### src/inc/pbdc_pkg.sv
package pbdc_pkg;
  // Register byte offsets on the bus
  localparam int REG_AW = 8;
  localparam logic [7:0] OFS_CTRL = 8'h00;
  localparam logic [7:0] OFS_MODE = 8'h04;
  localparam logic [7:0] OFS_STATUS = 8'h08;
  localparam logic [7:0] OFS_WIN = 8'h0C;
  localparam logic [7:0] OFS_WIN_HI = 8'h10;
  localparam logic [7:0] OFS_LEVEL = 8'h14;
  localparam logic [7:0] OFS_AUX = 8'h18;
  localparam logic [7:0] OFS_REC = 8'h40;
  localparam int REC_COUNT = 8;
  // Control word bits
  localparam int CB_CORRECT = 0;
  localparam int CB_BOX = 1;
  localparam int CB_MARK = 2;
  localparam int CB_TEST = 3;
  localparam int CB_LIVE = 4;
  localparam int CB_CLEAR = 5;
  localparam logic [5:0] CTRL_RST = 6'h10;
  // Mode byte values
  localparam logic [7:0] MODE_NORMAL = 8'h00;
  localparam logic [7:0] MODE_STATIC = 8'h22;
  // Window word: four low bytes, then packed high bits
  localparam int WIN_HS_LSB = 0;
  localparam int WIN_VS_LSB = 8;
  localparam int WIN_HW_LSB = 16;
  localparam int WIN_VW_LSB = 24;
  localparam int WHI_HS_LSB = 0;
  localparam int WHI_VS_LSB = 2;
  localparam int WHI_HW_LSB = 4;
  localparam int WHI_VW_LSB = 6;
  // Level word: threshold low, shared high byte, dark low
  localparam int LV_THR_LSB = 0;
  localparam int LV_THR_HI_LSB = 8;
  localparam int LV_DARK_HI_LSB = 14;
  localparam int LV_DARK_LSB = 16;
  // Aux word: wait count, test level low, test level high
  localparam int AX_WAIT_LSB = 0;
  localparam int AX_TST_LSB = 8;
  localparam int AX_TST_HI_LSB = 16;
  localparam logic [9:0] PIX_MARK = 10'h3FF;
  localparam logic [1:0] RESP_OKAY = 2'h0;
  localparam logic [1:0] RESP_SLVERR = 2'h2;

  typedef enum logic [3:0] {
    ST_IDLE = 4'b0001,
    ST_ARM = 4'b0010,
    ST_SCAN = 4'b0100,
    ST_DONE = 4'b1000
  } pbdc_st_t;

  typedef struct packed {
    logic sof;
    logic sol;
    logic [9:0] data;
  } pbdc_pix_t;

  typedef struct packed {
    logic dyn;
    logic [9:0] row;
    logic [9:0] col;
    logic [9:0] level;
  } pbdc_rec_t;

  typedef pbdc_rec_t [REC_COUNT-1:0] pbdc_recs_t;

  typedef struct packed {
    logic vld;
    pbdc_pix_t p;
    logic [9:0] h;
    logic [9:0] v;
  } pbdc_tap_t;
endpackage : pbdc_pkg

### src/hw/pbdc_axil.sv
`timescale 1ns/1ps
module pbdc_axil import pbdc_pkg::*; (
  input wire logic aclk,
  input wire logic aresetn,
  input wire logic [REG_AW-1:0] s_axi_awaddr,
  input wire logic s_axi_awvalid,
  output logic s_axi_awready,
  input wire logic [31:0] s_axi_wdata,
  input wire logic [3:0] s_axi_wstrb,
  input wire logic s_axi_wvalid,
  output logic s_axi_wready,
  output logic [1:0] s_axi_bresp,
  output logic s_axi_bvalid,
  input wire logic s_axi_bready,
  input wire logic [REG_AW-1:0] s_axi_araddr,
  input wire logic s_axi_arvalid,
  output logic s_axi_arready,
  output logic [31:0] s_axi_rdata,
  output logic [1:0] s_axi_rresp,
  output logic s_axi_rvalid,
  input wire logic s_axi_rready,
  output logic reg_wr,
  output logic [REG_AW-1:0] reg_waddr,
  output logic [31:0] reg_wdata,
  output logic [3:0] reg_wstrb,
  input wire logic reg_wok,
  output logic reg_rd,
  output logic [REG_AW-1:0] reg_raddr,
  input wire logic [31:0] reg_rdata,
  input wire logic reg_rok
);
  typedef struct packed {
    logic aw;
    logic [REG_AW-1:0] awa;
    logic w;
    logic [31:0] wd;
    logic [3:0] ws;
    logic wr;
    logic bv;
    logic [1:0] br;
    logic ar;
    logic [REG_AW-1:0] ara;
    logic rd;
    logic rv;
  } pbdc_axil_t;

  pbdc_axil_t q;
  pbdc_axil_t d;

  assign s_axi_awready = !q.aw && !q.wr && !q.bv;
  assign s_axi_wready = !q.w && !q.wr && !q.bv;
  assign s_axi_arready = !q.ar;

  always_comb begin
    d = q;
    d.wr = 1'b0;
    d.rd = 1'b0;
    if (s_axi_awvalid && s_axi_awready) begin
      d.aw = 1'b1;
      d.awa = s_axi_awaddr;
    end
    if (s_axi_wvalid && s_axi_wready) begin
      d.w = 1'b1;
      d.wd = s_axi_wdata;
      d.ws = s_axi_wstrb;
    end
    if (q.aw && q.w) begin
      d.wr = 1'b1;
      d.aw = 1'b0;
      d.w = 1'b0;
    end
    if (q.wr) begin
      d.bv = 1'b1;
      d.br = reg_wok ? RESP_OKAY : RESP_SLVERR;
    end
    if (q.bv && s_axi_bready) begin
      d.bv = 1'b0;
    end
    if (s_axi_arvalid && s_axi_arready) begin
      d.ar = 1'b1;
      d.ara = s_axi_araddr;
      d.rd = 1'b1;
    end
    // Read data is registered by the owner during the pulse
    if (q.rd) begin
      d.rv = 1'b1;
    end
    if (q.rv && s_axi_rready) begin
      d.rv = 1'b0;
      d.ar = 1'b0;
    end
  end

  always_ff @(posedge aclk) begin
    if (!aresetn) begin
      q <= '0;
    end else begin
      q <= d;
    end
  end

  assign s_axi_bvalid = q.bv;
  assign s_axi_bresp = q.br;
  assign s_axi_rvalid = q.rv;
  assign s_axi_rdata = reg_rdata;
  assign s_axi_rresp = reg_rok ? RESP_OKAY : RESP_SLVERR;
  assign reg_wr = q.wr;
  assign reg_waddr = q.awa;
  assign reg_wdata = q.wd;
  assign reg_wstrb = q.ws;
  assign reg_rd = q.rd;
  assign reg_raddr = q.ara;
endmodule : pbdc_axil

### src/hw/pbdc_recstore.sv
`timescale 1ns/1ps
module pbdc_recstore import pbdc_pkg::*; (
  input wire logic aclk,
  input wire logic aresetn,
  input wire logic clear,
  input wire logic ins_en,
  input wire pbdc_rec_t ins_rec,
  input wire logic wr_en,
  input wire logic [2:0] wr_idx,
  input wire pbdc_rec_t wr_rec,
  input wire logic rd_en,
  input wire logic [2:0] rd_idx,
  output pbdc_rec_t rd_rec,
  output pbdc_recs_t recs
);
  typedef struct packed {
    pbdc_recs_t recs;
    pbdc_rec_t rd;
  } pbdc_store_t;

  pbdc_store_t q;
  pbdc_store_t d;
  logic [REC_COUNT-1:0] ge;
  pbdc_recs_t shifted;

  ////////////////////////////////////////////////////////////////////////////
  // Entries stay sorted, so ge is a prefix and the new one lands after it
  for (genvar i = 0; i < REC_COUNT; i++) begin : g_ent
    assign ge[i] = (|q.recs[i]) && (q.recs[i].level >= ins_rec.level);
    if (i == 0) begin : g_first
      assign shifted[i] = ge[i] ? q.recs[i] : ins_rec;
    end else begin : g_rest
      assign shifted[i] = ge[i] ? q.recs[i] : (ge[i-1] ? ins_rec : q.recs[i-1]);
    end
  end

  // Weakest entry falls off the end when all eight are taken
  always_comb begin
    d = q;
    if (clear) begin
      d.recs = '0;
    end else if (wr_en) begin
      d.recs[wr_idx] = wr_rec;
    end else if (ins_en) begin
      d.recs = shifted;
    end
    if (rd_en) begin
      d.rd = q.recs[rd_idx];
    end
  end

  always_ff @(posedge aclk) begin
    if (!aresetn) begin
      q <= '0;
    end else begin
      q <= d;
    end
  end

  assign rd_rec = q.rd;
  assign recs = q.recs;
endmodule : pbdc_recstore

### src/hw/pbdc_top.sv
`timescale 1ns/1ps
module pbdc_top import pbdc_pkg::*; (
  input wire logic aclk,
  input wire logic aresetn,
  input wire logic [REG_AW-1:0] s_axi_awaddr,
  input wire logic s_axi_awvalid,
  output logic s_axi_awready,
  input wire logic [31:0] s_axi_wdata,
  input wire logic [3:0] s_axi_wstrb,
  input wire logic s_axi_wvalid,
  output logic s_axi_wready,
  output logic [1:0] s_axi_bresp,
  output logic s_axi_bvalid,
  input wire logic s_axi_bready,
  input wire logic [REG_AW-1:0] s_axi_araddr,
  input wire logic s_axi_arvalid,
  output logic s_axi_arready,
  output logic [31:0] s_axi_rdata,
  output logic [1:0] s_axi_rresp,
  output logic s_axi_rvalid,
  input wire logic s_axi_rready,
  input wire logic pix_in_valid,
  input wire pbdc_pix_t pix_in,
  output logic pix_out_valid,
  output pbdc_pix_t pix_out
);
  typedef struct packed {
    logic [5:0] ctrl;
    logic [7:0] mode;
    logic [31:0] win;
    logic [7:0] win_hi;
    logic [23:0] lvl;
    logic [17:0] aux;
    pbdc_st_t st;
    logic done;
    logic [9:0] h;
    logic [9:0] v;
    logic max_ok;
    logic [9:0] max_lvl;
    logic [9:0] max_h;
    logic [9:0] max_v;
    logic [7:0] fcnt;
    logic a0_ok;
    logic [19:0] a0;
    logic a1_ok;
    logic [19:0] a1;
    pbdc_tap_t [4:0] tap;
    logic ov;
    pbdc_pix_t out;
    logic [31:0] rdata;
    logic rok;
    logic rrec;
  } pbdc_top_t;

  pbdc_top_t q;
  pbdc_top_t d;

  logic reg_wr;
  logic [REG_AW-1:0] reg_waddr;
  logic [31:0] reg_wdata;
  logic [3:0] reg_wstrb;
  logic reg_wok;
  logic reg_rd;
  logic [REG_AW-1:0] reg_raddr;
  logic [31:0] reg_rdata;
  pbdc_recs_t recs;
  pbdc_rec_t rec_rd;
  pbdc_rec_t rec_wr;
  logic [31:0] rec_mw;
  logic rec_wen;
  logic ins_en;
  pbdc_rec_t ins_rec;
  logic clear_eff;

  ////////////////////////////////////////////////////////////////////////////
  // Bus slave and record store
  pbdc_axil u_axil (
    .aclk(aclk),
    .aresetn(aresetn),
    .s_axi_awaddr(s_axi_awaddr),
    .s_axi_awvalid(s_axi_awvalid),
    .s_axi_awready(s_axi_awready),
    .s_axi_wdata(s_axi_wdata),
    .s_axi_wstrb(s_axi_wstrb),
    .s_axi_wvalid(s_axi_wvalid),
    .s_axi_wready(s_axi_wready),
    .s_axi_bresp(s_axi_bresp),
    .s_axi_bvalid(s_axi_bvalid),
    .s_axi_bready(s_axi_bready),
    .s_axi_araddr(s_axi_araddr),
    .s_axi_arvalid(s_axi_arvalid),
    .s_axi_arready(s_axi_arready),
    .s_axi_rdata(s_axi_rdata),
    .s_axi_rresp(s_axi_rresp),
    .s_axi_rvalid(s_axi_rvalid),
    .s_axi_rready(s_axi_rready),
    .reg_wr(reg_wr),
    .reg_waddr(reg_waddr),
    .reg_wdata(reg_wdata),
    .reg_wstrb(reg_wstrb),
    .reg_wok(reg_wok),
    .reg_rd(reg_rd),
    .reg_raddr(reg_raddr),
    .reg_rdata(reg_rdata),
    .reg_rok(q.rok)
  );

  pbdc_recstore u_store (
    .aclk(aclk),
    .aresetn(aresetn),
    .clear(clear_eff),
    .ins_en(ins_en),
    .ins_rec(ins_rec),
    .wr_en(rec_wen),
    .wr_idx(reg_waddr[4:2]),
    .wr_rec(rec_wr),
    .rd_en(reg_rd),
    .rd_idx(reg_raddr[4:2]),
    .rd_rec(rec_rd),
    .recs(recs)
  );

  ////////////////////////////////////////////////////////////////////////////
  // Helpers
  function automatic logic [31:0] merge(input logic [31:0] old, input logic [31:0] nw,
                                        input logic [3:0] be);
    for (int i = 0; i < 4; i++) begin
      merge[8*i +: 8] = be[i] ? nw[8*i +: 8] : old[8*i +: 8];
    end
  endfunction : merge

  function automatic logic is_rec(input logic [REG_AW-1:0] a);
    is_rec = (a[7:5] == OFS_REC[7:5]) && (a[1:0] == 2'h0);
  endfunction : is_rec

  function automatic logic any_hit(input pbdc_recs_t r, input logic [9:0] v,
                                   input logic [9:0] h);
    any_hit = 1'b0;
    for (int i = 0; i < REC_COUNT; i++) begin
      if ((|r[i]) && r[i].row == v && r[i].col == h) begin
        any_hit = 1'b1;
      end
    end
  endfunction : any_hit

  ////////////////////////////////////////////////////////////////////////////
  // Decoded settings
  logic [9:0] hs;
  logic [9:0] vs;
  logic [9:0] hw;
  logic [9:0] vw;
  logic [10:0] hend;
  logic [10:0] vend;
  logic [9:0] thr;
  logic [9:0] dark;
  logic [9:0] tst;
  logic [7:0] wait_n;

  assign hs = {q.win_hi[WHI_HS_LSB +: 2], q.win[WIN_HS_LSB +: 8]};
  assign vs = {q.win_hi[WHI_VS_LSB +: 2], q.win[WIN_VS_LSB +: 8]};
  assign hw = {q.win_hi[WHI_HW_LSB +: 2], q.win[WIN_HW_LSB +: 8]};
  assign vw = {q.win_hi[WHI_VW_LSB +: 2], q.win[WIN_VW_LSB +: 8]};
  assign hend = {1'b0, hs} + {1'b0, hw};
  assign vend = {1'b0, vs} + {1'b0, vw};
  assign thr = {q.lvl[LV_THR_HI_LSB +: 2], q.lvl[LV_THR_LSB +: 8]};
  assign dark = {q.lvl[LV_DARK_HI_LSB +: 2], q.lvl[LV_DARK_LSB +: 8]};
  assign tst = {q.aux[AX_TST_HI_LSB +: 2], q.aux[AX_TST_LSB +: 8]};
  assign wait_n = q.aux[AX_WAIT_LSB +: 8];

  function automatic logic in_win(input logic [9:0] h, input logic [9:0] v);
    in_win = h >= hs && {1'b0, h} < hend && v >= vs && {1'b0, v} < vend;
  endfunction : in_win

  function automatic logic on_edge(input logic [9:0] h, input logic [9:0] v);
    on_edge = in_win(h, v) && (h == hs || {1'b0, h} + 11'h001 == hend ||
                               v == vs || {1'b0, v} + 11'h001 == vend);
  endfunction : on_edge

  ////////////////////////////////////////////////////////////////////////////
  // Pixel position, test injection and candidates
  logic [9:0] cur_h;
  logic [9:0] cur_v;
  logic inj;
  logic [9:0] px;
  logic [9:0] dlev;
  logic live;
  logic det_ok;
  logic win_cur;
  logic scan_on;
  logic st_ins;
  logic dyn_cand;
  logic fend;
  logic sample;
  logic dyn_ins;
  pbdc_tap_t c;
  logic hit_c;
  logic [10:0] nsum;

  assign cur_h = (pix_in.sof || pix_in.sol) ? 10'h000 : q.h + 10'h001;
  assign cur_v = pix_in.sof ? 10'h000 : (pix_in.sol ? q.v + 10'h001 : q.v);
  // Test pixel sits in the window centre so that it is always seen
  assign inj = q.ctrl[CB_TEST] && cur_h == hs + (hw >> 1) && cur_v == vs + (vw >> 1);
  assign px = inj ? tst : pix_in.data;
  assign live = q.ctrl[CB_LIVE];
  assign det_ok = !q.ctrl[CB_CLEAR];
  assign clear_eff = q.ctrl[CB_CLEAR] && !live;
  assign win_cur = in_win(cur_h, cur_v);
  assign dlev = (px > dark) ? px - dark : 10'h000;
  assign scan_on = (q.st == ST_SCAN && !pix_in.sof) || (q.st == ST_ARM && pix_in.sof);
  assign st_ins = pix_in_valid && scan_on && det_ok && win_cur && px > thr &&
                  !any_hit(recs, cur_v, cur_h);
  assign dyn_cand = pix_in_valid && live && det_ok && win_cur && dlev > thr;
  assign fend = pix_in_valid && pix_in.sof && live && det_ok;
  assign sample = ({1'b0, q.fcnt} + 9'h001) >= {1'b0, wait_n};
  assign dyn_ins = fend && sample && q.a0_ok && q.a1_ok && q.max_ok &&
                   q.a0 == q.a1 && q.a1 == {q.max_v, q.max_h} &&
                   !any_hit(recs, q.max_v, q.max_h);
  assign ins_en = st_ins || dyn_ins;
  // Static wins a same-cycle collision; the live candidate recurs later
  assign ins_rec = st_ins ? pbdc_rec_t'{dyn: 1'b0, row: cur_v, col: cur_h, level: px}
                          : pbdc_rec_t'{dyn: 1'b1, row: q.max_v, col: q.max_h, level: q.max_lvl};

  assign c = q.tap[2];
  assign hit_c = any_hit(recs, c.v, c.h);
  assign nsum = {1'b0, q.tap[0].p.data} + {1'b0, q.tap[4].p.data};

  assign rec_wen = reg_wr && is_rec(reg_waddr);
  assign rec_mw = merge({1'b0, recs[reg_waddr[4:2]]}, reg_wdata, reg_wstrb);
  assign rec_wr = pbdc_rec_t'(rec_mw[30:0]);
  assign reg_wok = is_rec(reg_waddr) || reg_waddr == OFS_CTRL || reg_waddr == OFS_MODE ||
                   reg_waddr == OFS_STATUS || reg_waddr == OFS_WIN ||
                   reg_waddr == OFS_WIN_HI || reg_waddr == OFS_LEVEL || reg_waddr == OFS_AUX;
  assign reg_rdata = q.rrec ? {1'b0, rec_rd} : q.rdata;

  ////////////////////////////////////////////////////////////////////////////
  // Next state
  always_comb begin
    d = q;
    // Static run: arm, scan one full field, then finish
    case (q.st)
      ST_ARM: begin
        if (pix_in_valid && pix_in.sof) begin
          d.st = ST_SCAN;
        end
      end
      ST_SCAN: begin
        if (pix_in_valid && pix_in.sof) begin
          d.st = ST_DONE;
          d.done = 1'b1;
        end
      end
      ST_IDLE, ST_DONE: begin
      end
      default: begin
        d.st = ST_IDLE;
      end
    endcase

    // Live search: field maximum and anchors N fields apart
    if (pix_in_valid && pix_in.sof) begin
      d.max_ok = 1'b0;
    end
    if (fend) begin
      if (sample) begin
        d.fcnt = 8'h00;
        d.a0 = q.a1;
        d.a0_ok = q.a1_ok;
        d.a1 = {q.max_v, q.max_h};
        d.a1_ok = q.max_ok;
      end else begin
        d.fcnt = q.fcnt + 8'h01;
      end
    end
    if (dyn_cand && (!d.max_ok || dlev > d.max_lvl)) begin
      d.max_ok = 1'b1;
      d.max_lvl = dlev;
      d.max_h = cur_h;
      d.max_v = cur_v;
    end
    if (!live) begin
      d.a0_ok = 1'b0;
      d.a1_ok = 1'b0;
      d.fcnt = 8'h00;
    end

    // Pixel path: five-tap line, centre is corrected or overlaid
    d.ov = pix_in_valid && q.tap[2].vld;
    if (pix_in_valid) begin
      d.h = cur_h;
      d.v = cur_v;
      d.tap[4:1] = q.tap[3:0];
      d.tap[0] = '{vld: 1'b1, p: '{sof: pix_in.sof, sol: pix_in.sol, data: px}, h: cur_h,
                   v: cur_v};
      d.out = c.p;
      // Markers beat correction so a fixed pixel stays visible
      if (q.ctrl[CB_BOX] && on_edge(c.h, c.v)) begin
        d.out.data = PIX_MARK;
      end else if (q.ctrl[CB_MARK] && hit_c) begin
        d.out.data = PIX_MARK;
      end else if (q.ctrl[CB_CORRECT] && hit_c) begin
        // Neighbours two apart share the colour; line edges are not guarded
        d.out.data = nsum[10:1];
      end
    end

    // Register writes
    if (reg_wr) begin
      case (reg_waddr)
        OFS_CTRL: d.ctrl = 6'(merge(32'(q.ctrl), reg_wdata, reg_wstrb));
        OFS_MODE: begin
          d.mode = 8'(merge(32'(q.mode), reg_wdata, reg_wstrb));
          if (d.mode == MODE_STATIC && q.st == ST_IDLE) begin
            d.st = ST_ARM;
            d.done = 1'b0;
          end else if (d.mode == MODE_NORMAL) begin
            d.st = ST_IDLE;
            d.done = (q.st == ST_SCAN) && pix_in_valid && pix_in.sof;
          end
        end
        OFS_WIN: d.win = merge(q.win, reg_wdata, reg_wstrb);
        OFS_WIN_HI: d.win_hi = 8'(merge(32'(q.win_hi), reg_wdata, reg_wstrb));
        OFS_LEVEL: d.lvl = 24'(merge(32'(q.lvl), reg_wdata, reg_wstrb));
        OFS_AUX: d.aux = 18'(merge(32'(q.aux), reg_wdata, reg_wstrb));
        default: begin
        end
      endcase
    end

    // Register reads, captured on the slave's pulse
    if (reg_rd) begin
      d.rrec = is_rec(reg_raddr);
      d.rok = 1'b1;
      case (reg_raddr)
        OFS_CTRL: d.rdata = 32'(q.ctrl);
        OFS_MODE: d.rdata = 32'(q.mode);
        OFS_STATUS: d.rdata = {30'h0, (q.st == ST_ARM || q.st == ST_SCAN), q.done};
        OFS_WIN: d.rdata = q.win;
        OFS_WIN_HI: d.rdata = 32'(q.win_hi);
        OFS_LEVEL: d.rdata = 32'(q.lvl);
        OFS_AUX: d.rdata = 32'(q.aux);
        default: begin
          d.rdata = 32'h0000_0000;
          d.rok = is_rec(reg_raddr);
        end
      endcase
    end
  end

  always_ff @(posedge aclk) begin
    if (!aresetn) begin
      q <= '0;
      q.ctrl <= CTRL_RST;
      q.st <= ST_IDLE;
      q.rok <= 1'b1;
    end else begin
      q <= d;
    end
  end

  assign pix_out_valid = q.ov;
  assign pix_out = q.out;
endmodule : pbdc_top

### config.mk
export PLATFORM = sky130hd
export DESIGN_NAME = pbdc_top
export DESIGN_NICKNAME = d
export VERILOG_FILES = /design/src/inc/pbdc_pkg.sv /design/src/hw/pbdc_axil.sv /design/src/hw/pbdc_recstore.sv /design/src/hw/pbdc_top.sv
export SDC_FILE = /design/constraint.sdc
export NUM_CORES = 2
export LEC_CHECK = 0
export ABC_AREA = 1
export BUFFER_PORTS_ARGS = -buffer_cell sky130_fd_sc_hd__buf_2
export CAP_MARGIN = 20
export CORE_ASPECT_RATIO = 1.5
export CORE_MARGIN = 2
export CORE_UTILIZATION = 45
export DETAILED_ROUTE_END_ITERATION = 8
export GPL_TIMING_DRIVEN = 0
export HOLD_SLACK_MARGIN = 0.15
export PLACE_DENSITY = 0.65
export SYNTH_ARGS = -nofsm -noshare
export SYNTH_HDL_FRONTEND = slang
export SYNTH_SLANG_ARGS = --single-unit
### constraint.sdc
create_clock -name aclk -period 5.7 [get_ports aclk]
set_clock_uncertainty 0.15 [all_clocks]
set_input_delay 0.285 -clock aclk [delete_from_list [all_inputs] [get_ports aclk]]
set_output_delay 0.285 -clock aclk [all_outputs]
set_load 0.05 [all_outputs]
==> results of run 1 <==
## routing by layer
| metal | overflow | track usage |
|---|---|---|
| met5 | 4 | 0.326 |
| met4 | 693 | 0.838 |
| met3 | 28 | 0.680 |
| met2 | 1237 | 0.979 |
| met1 | 14 | 0.819 |
## cells in the mapped netlist (all sizes together) (34+ instances only)
library cell and count:
nand2 2374, nor2 1112, inv 782, dfxtp 687, a21oi 622, o21ai 603
nand3 372, clkbuf 313, ha 250, o22ai 224, xor2 209, nand4 187
buf 156, nor3 84, xnor2 78, nor4 46, a31oi 42, o2111ai 37
a211oi 34
## cells by family after synthesis
| family | count (synthesis) | synth area share |
|---|---|---|
| and+or+nand+nor | 4238 | 0.338 |
| DFF | 687 | 0.266 |
| other | 1 | 0.0000725 |
| adders and majority gates | 256 | 0.0628 |
| AOI/OAI and AO/OA | 1694 | 0.183 |
| xor gates and xnor gates | 287 | 0.0486 |
| buffers and inverters | 1270 | 0.0964 |
| muxes | 24 | 0.00523 |
## through the flow
step                      instances  setup TNS (ns)
after floorplan                8458           -6.06
after global placement        10119        -1181.23
after detailed placement      10202        -1054.65
after CTS                     10547         -369.97
## repair_timing
action	in CTS
gates cloned	21
gates resized for setup	443
hold endpoints to repair	104
endpoints found under the setup margin	279
buffers inserted	101
hold buffers	93
pin swaps	87
==> key figures, run 1 <==
Outcome
  – Run-stopping error: [ERROR GRT-0116] Global routing finished with congestion. Check the congestion regions in the DRC Viewer.
  – Outcome: stopped before the end
  – Fail Step: global routing (5_1_grt)

Placement
  – RD Place Congestion: 1.25
  – Port buffer count: 121
  – DP HPWL: 314 mm
  – Post-DP Area: 55600 um2
  – Post-placement setup slack: -4.28 ns

Synth
  – Top-area cell type share of the netlist area: 0.266
  – Async SR Flop Fraction: 0
  – Avg Cell Area, Syn: 6.12 um2
  – Cells taking the most area after synthesis: dfxtp_1 27%, nand2_1 17%, nor2_1 8.0%
  – Post-synth cell types: 61
  – Seq cells post-synth: 687
  – Post-synthesis sequential area ratio: 0.266
  – Top_reg_cell synth: dfxtp_1
  – Synth Warn #: 0
  – Post-synth EDFFs: 0
  – Area leader, netlist: dfxtp_1
  – Mapped cell area: 51700 um2
  – Synth Instances: 8457

Clocking
  – CTS max path bufs: 3
  – Clk sinks: 687
  – Root buffer cell: clkbuf_16
  – CTS Buf Count: 74
  – H-tree depth: 3

Global routing
  – Largest net degree at the start of global routing: 16
  – Global-route wire length before repair: 711 mm
  – Number of global-route vias before repair: 78166
  – Gr usage total: 0.823
  – GRT overflow: 1976

Floorplan
  – # IOs: 126
  – Die Height: 419 um
  – Row cnt: 152
  – Initial core utilization: 0.453
  – Die Span X: 281 um
==> inputs of run 2 (changes only) <==
--- a/config.mk
+++ b/config.mk
@@ -8,13 +8,11 @@
 export ABC_AREA = 1
 export BUFFER_PORTS_ARGS = -buffer_cell sky130_fd_sc_hd__buf_2
 export CAP_MARGIN = 20
-export CORE_ASPECT_RATIO = 1.5
 export CORE_MARGIN = 2
-export CORE_UTILIZATION = 45
+export CORE_UTILIZATION = 30
 export DETAILED_ROUTE_END_ITERATION = 8
 export GPL_TIMING_DRIVEN = 0
-export HOLD_SLACK_MARGIN = 0.15
-export PLACE_DENSITY = 0.65
+export PLACE_DENSITY_LB_ADDON = 0.15
 export SYNTH_ARGS = -nofsm -noshare
 export SYNTH_HDL_FRONTEND = slang
 export SYNTH_SLANG_ARGS = --single-unit
==> constraint.sdc (replaced) <==
create_clock -name aclk -period 7.4 [get_ports aclk]
set_clock_uncertainty 0.15 [all_clocks]
set_input_delay 0.37 -clock aclk [delete_from_list [all_inputs] [get_ports aclk]]
set_output_delay 0.37 -clock aclk [all_outputs]
set_load 0.05 [all_outputs]
==> run 2 against run 1 <==
Net effect:
- the flow now finishes, with violations (max-capacitance violations, max-slew violations, negative setup slack)
- synthesized area stayed put
- synthesized cell count stayed put
==> key figures, run 2 <==
Floorplan
  – Full die area: 176000 um2
  – Row cnt: 152 (unchanged)
  – Die Span X: 419 um (was 281 um)
  – Core footprint: 172000 um2
  – # IOs: 126 (unchanged)
  – Initial core utilization: 0.302 (was 0.453)
  – Die Height: 419 um (unchanged)

Layout
  – Final Instance Count excl. Fillers: 11401
  – Most common cell after layout, fill and taps aside: nand2_1
  – Layout cells sized above 1: 0.157
  – Area grow syn2layout: 27.1%
  – # nets final: 9314
  – Largest Register: q
  – Final core occ: 0.383
  – Max FFs per register: 271
  – Final Cell Area: 65700 um2
  – Filler cells: 18798
  – Most frequent cells in the layout: 2117 x nand2_1, 988 x nor2_1, 745 x inv_1, 654 x dfxtp_1, 569 x o21ai_0

Route
  – Per-cell routed wire length: 40.3 um
  – Antenna-violating nets left: 0
  – Drt via density: 6.19
  – Final WL: 459 mm
  – DRC errors left: 0
  – TritonRoute pass-1 iters: 9
  – Initial DRC Count: 11371
  – DR vias: 70535

Synth
  – Mapped cell area: 51700 um2 (unchanged)
  – Synth Warn #: 0 (unchanged)
  – Post-synth EDFFs: 0 (unchanged)
  – Cells taking the most area after synthesis: dfxtp_1 27%, nand2_1 17%, nor2_1 8.0% (unchanged)
  – Top_reg_cell synth: dfxtp_1 (unchanged)
  – Post-synth cell types: 61 (unchanged)
  – Synth Instances: 8457 (unchanged)
  – Synth top cells by count: 2366 x nand2_1, 1100 x nor2_1, 769 x inv_1 (unchanged)
  – Post-synthesis sequential area ratio: 0.266 (unchanged)
  – Async SR Flop Fraction: 0 (unchanged)
  – Seq cells post-synth: 687 (unchanged)
  – Count leader, synth: nand2_1 (unchanged)
  – Avg Cell Area, Syn: 6.12 um2 (unchanged)
  – Top-area cell type share of the netlist area: 0.266 (unchanged)
  – Area leader, netlist: dfxtp_1 (unchanged)

Worst setup path
  – Slowest CP cell: nand2_1
  – CP required: 7.87 ns
  – CP endpoint kind: flop
  – Slowest Stage Delay on Critical Path: 0.74 ns
  – Reg-to-reg endpoint: u_store.recs[234]$_SDFFE_PP0P_
  – Crit path kind: input port to flop
  – Crit-path max FO: 10
  – R2R depth: 23
  – Most used cell, CP: nand2_1
  – Worst R2R Setup Slack: -0.51 ns
  – RR Startpoint: u_store.recs[19]$_SDFFE_PP0P_
  – CP Launch Type: input port
  – Arrival @ worst endpoint: 8.46 ns

STA
  – Slew HR: -0.196
  – Slew Limit Fails: 5
  – Min cycle time layout: 8.00 ns
  – # setup viols final: 247
  – Peak Freq: 0.125 GHz
  – Hold Vio Cnt, Final: 0
  – Crit share post-route: 1.08
  – Setup WS post-layout: -0.597 ns
  – Unrepaired setup endpoints after global routing: yes
  – Slew @ Worst Pin: 1.77 ns

Power and ir drop
  – Leakage: 30.2 nW
  – Clock group share of total power: 0.261
  – Int Power: 0.00896 W
  – Combinational Power Share: 0.500
  – Switching share of total power: 0.496
  – Switch Pwr: 0.00881 W
  – PwrDens: 270 nW/um2
  – Part of the power in registers: 0.240
  – Peak VDD IR: 235 uV

Global routing
  – Number of global-route vias before repair: 62898
  – Gr usage total: 0.503
  – Largest net degree at the start of global routing: 15
  – GRT overflow: 0
  – Global-route wire length before repair: 587 mm
  – Initial antenna violation count: 50

Placement
  – Port buffer count: 121 (unchanged)
  – Post-DP Area: 55700 um2 (was 55600 um2)
  – # placed instances: 10926 (was 10202)
  – RD Place Congestion: 1.13 (was 1.25)
  – DP HPWL: 350 mm (was 314 mm)

Flow run
  – Maxcap violations: 1

Clocking
  – CTS tree: yes
  – Root buffer cell: clkbuf_16 (unchanged)
  – CTS Buf Count: 88 (was 74)
  – Clock Latency Late Sink: 0.80 ns
  – CTS max path bufs: 3 (unchanged)
  – Clk sinks: 687 (unchanged)
  – Clock transition at path regs: 0.06 ns
  – H-tree depth: 3 (unchanged)

Hold path
  – Min-delay src: pix_in[8]
  – Worst hold stages: 5
  – Worst Hold Endpoint: q[75]$_SDFFE_PN0P_
  – Hold/Removal Path Class: input port to flop

Outcome
  – Failing checks: max-capacitance violations, max-slew violations, negative setup slack
  – Outcome: complete, but fails checks (was stopped before the end)
## run 2: cell counts after synthesis
No cell type changed its count.
## run 2: worst max-delay path: cells and delay by family
kind	cells	cell delay, ns
compound gates	6	1.76
fa+ha+maj	1	0.35
simple gates	14	3.09
buf+inv	10	2.76
## run 2: power groups by stage
| stage | Sequential, W | Clock [W] | Combinational [W] |
|---|---|---|---|
| floorplan | 0.00409 | 0 | 0.00398 |
| global placement | 0.00429 | 0 | 0.00679 |
| detailed placement | 0.00429 | 0 | 0.00682 |
| CTS | 0.00421 | 0.00461 | 0.00747 |
| global route | 0.00423 | 0.00475 | 0.00912 |
| finish | 0.00426 | 0.00463 | 0.00888 |
## run 2: layer usage
metal / vias up / GRT usage / part of all wire
li1: 29034 / - / -
met5: - / 0.000278 / 0.00025
met1: 34078 / 0.619 / 0.38
met4: 16 / 0.437 / 0.11
met3: 1719 / 0.185 / 0.13
met2: 5688 / 0.680 / 0.38
## run 2: metrics by stage
step	power [W]	hold slack (ns)	setup TNS, ns	worst slack, ns
floorplan	0.00807	0.266	0	1.13
global placement	0.0111	0.284	-1200.52	-5.17
detailed placement	0.0111	0.285	-976.72	-4.37
CTS	0.0163	0.0386	-19.95	-0.245
global route	0.0181	0.0525	-106.39	-0.583
finish	0.0178	0.0747	-95.15	-0.597
## run 2: final cells by class
type	instances	area, um2	share of cell area
multi-input cells	6502	36100	0.549
inverters	801	3090	0.0470
diodes	32	80.1	0.00122
plain buffers	467	2740	0.0417
clock buffers	122	2520	0.0383
repair buffers	438	4040	0.0615
repair inverters	1	3.75	0.0000571
well taps	2310	2890	0.0440
flip-flops and latches	687	13800	0.210
clock inverters	41	443	0.00674
## run 2: cells by family (layout without fill, tap and decap cells)
group,Yosys count,after routing,synth area share
xor+xnor,287,287,0.0486
compound gates,1694,1694,0.183
fa+ha+maj,256,256,0.0628
flops,687,687,0.266
other cells,1,34,0.0000725
mux,24,24,0.00523
buf+inv,1270,1870,0.0964
simple gates,4238,4239,0.338
## run 2: worst max-delay path by stage
stage	to	start	depth (start not counted)	slack, ns
4_1_cts	u_store.recs[234]$_SDFFE_PP0P_	hw[1]$_SDFFE_PN0P_	47	-0.24
2_1_floorplan	u_store.recs[174]$_SDFFE_PP0P_	hs[0]$_SDFFE_PN0P_	47	1.13
6_report	u_store.recs[234]$_SDFFE_PP0P_	pix_in[11]	31	-0.60
3_5_place_dp	u_store.recs[234]$_SDFFE_PP0P_	q[57]$_SDFFE_PN0P_	49	-4.37
3_3_place_gp	u_store.recs[234]$_SDFFE_PP0P_	pix_in[11]	47	-5.17
5_1_grt	u_store.recs[234]$_SDFFE_PP0P_	q[47]$_SDFFE_PN0P_	52	-0.58
## run 2: what timing repair did
action | in CTS | in global routing
pin swaps | 79 | 147
setup buffers | 130 | 51
gates resized for setup | 621 | 535
endpoints found under the hold margin | 62 | 0
endpoints found under the setup margin | 279 | 278
cloned | 11 | 8
hold buffers | 70 | 0
Note: power is estimated with default switching activity, not from simulation.
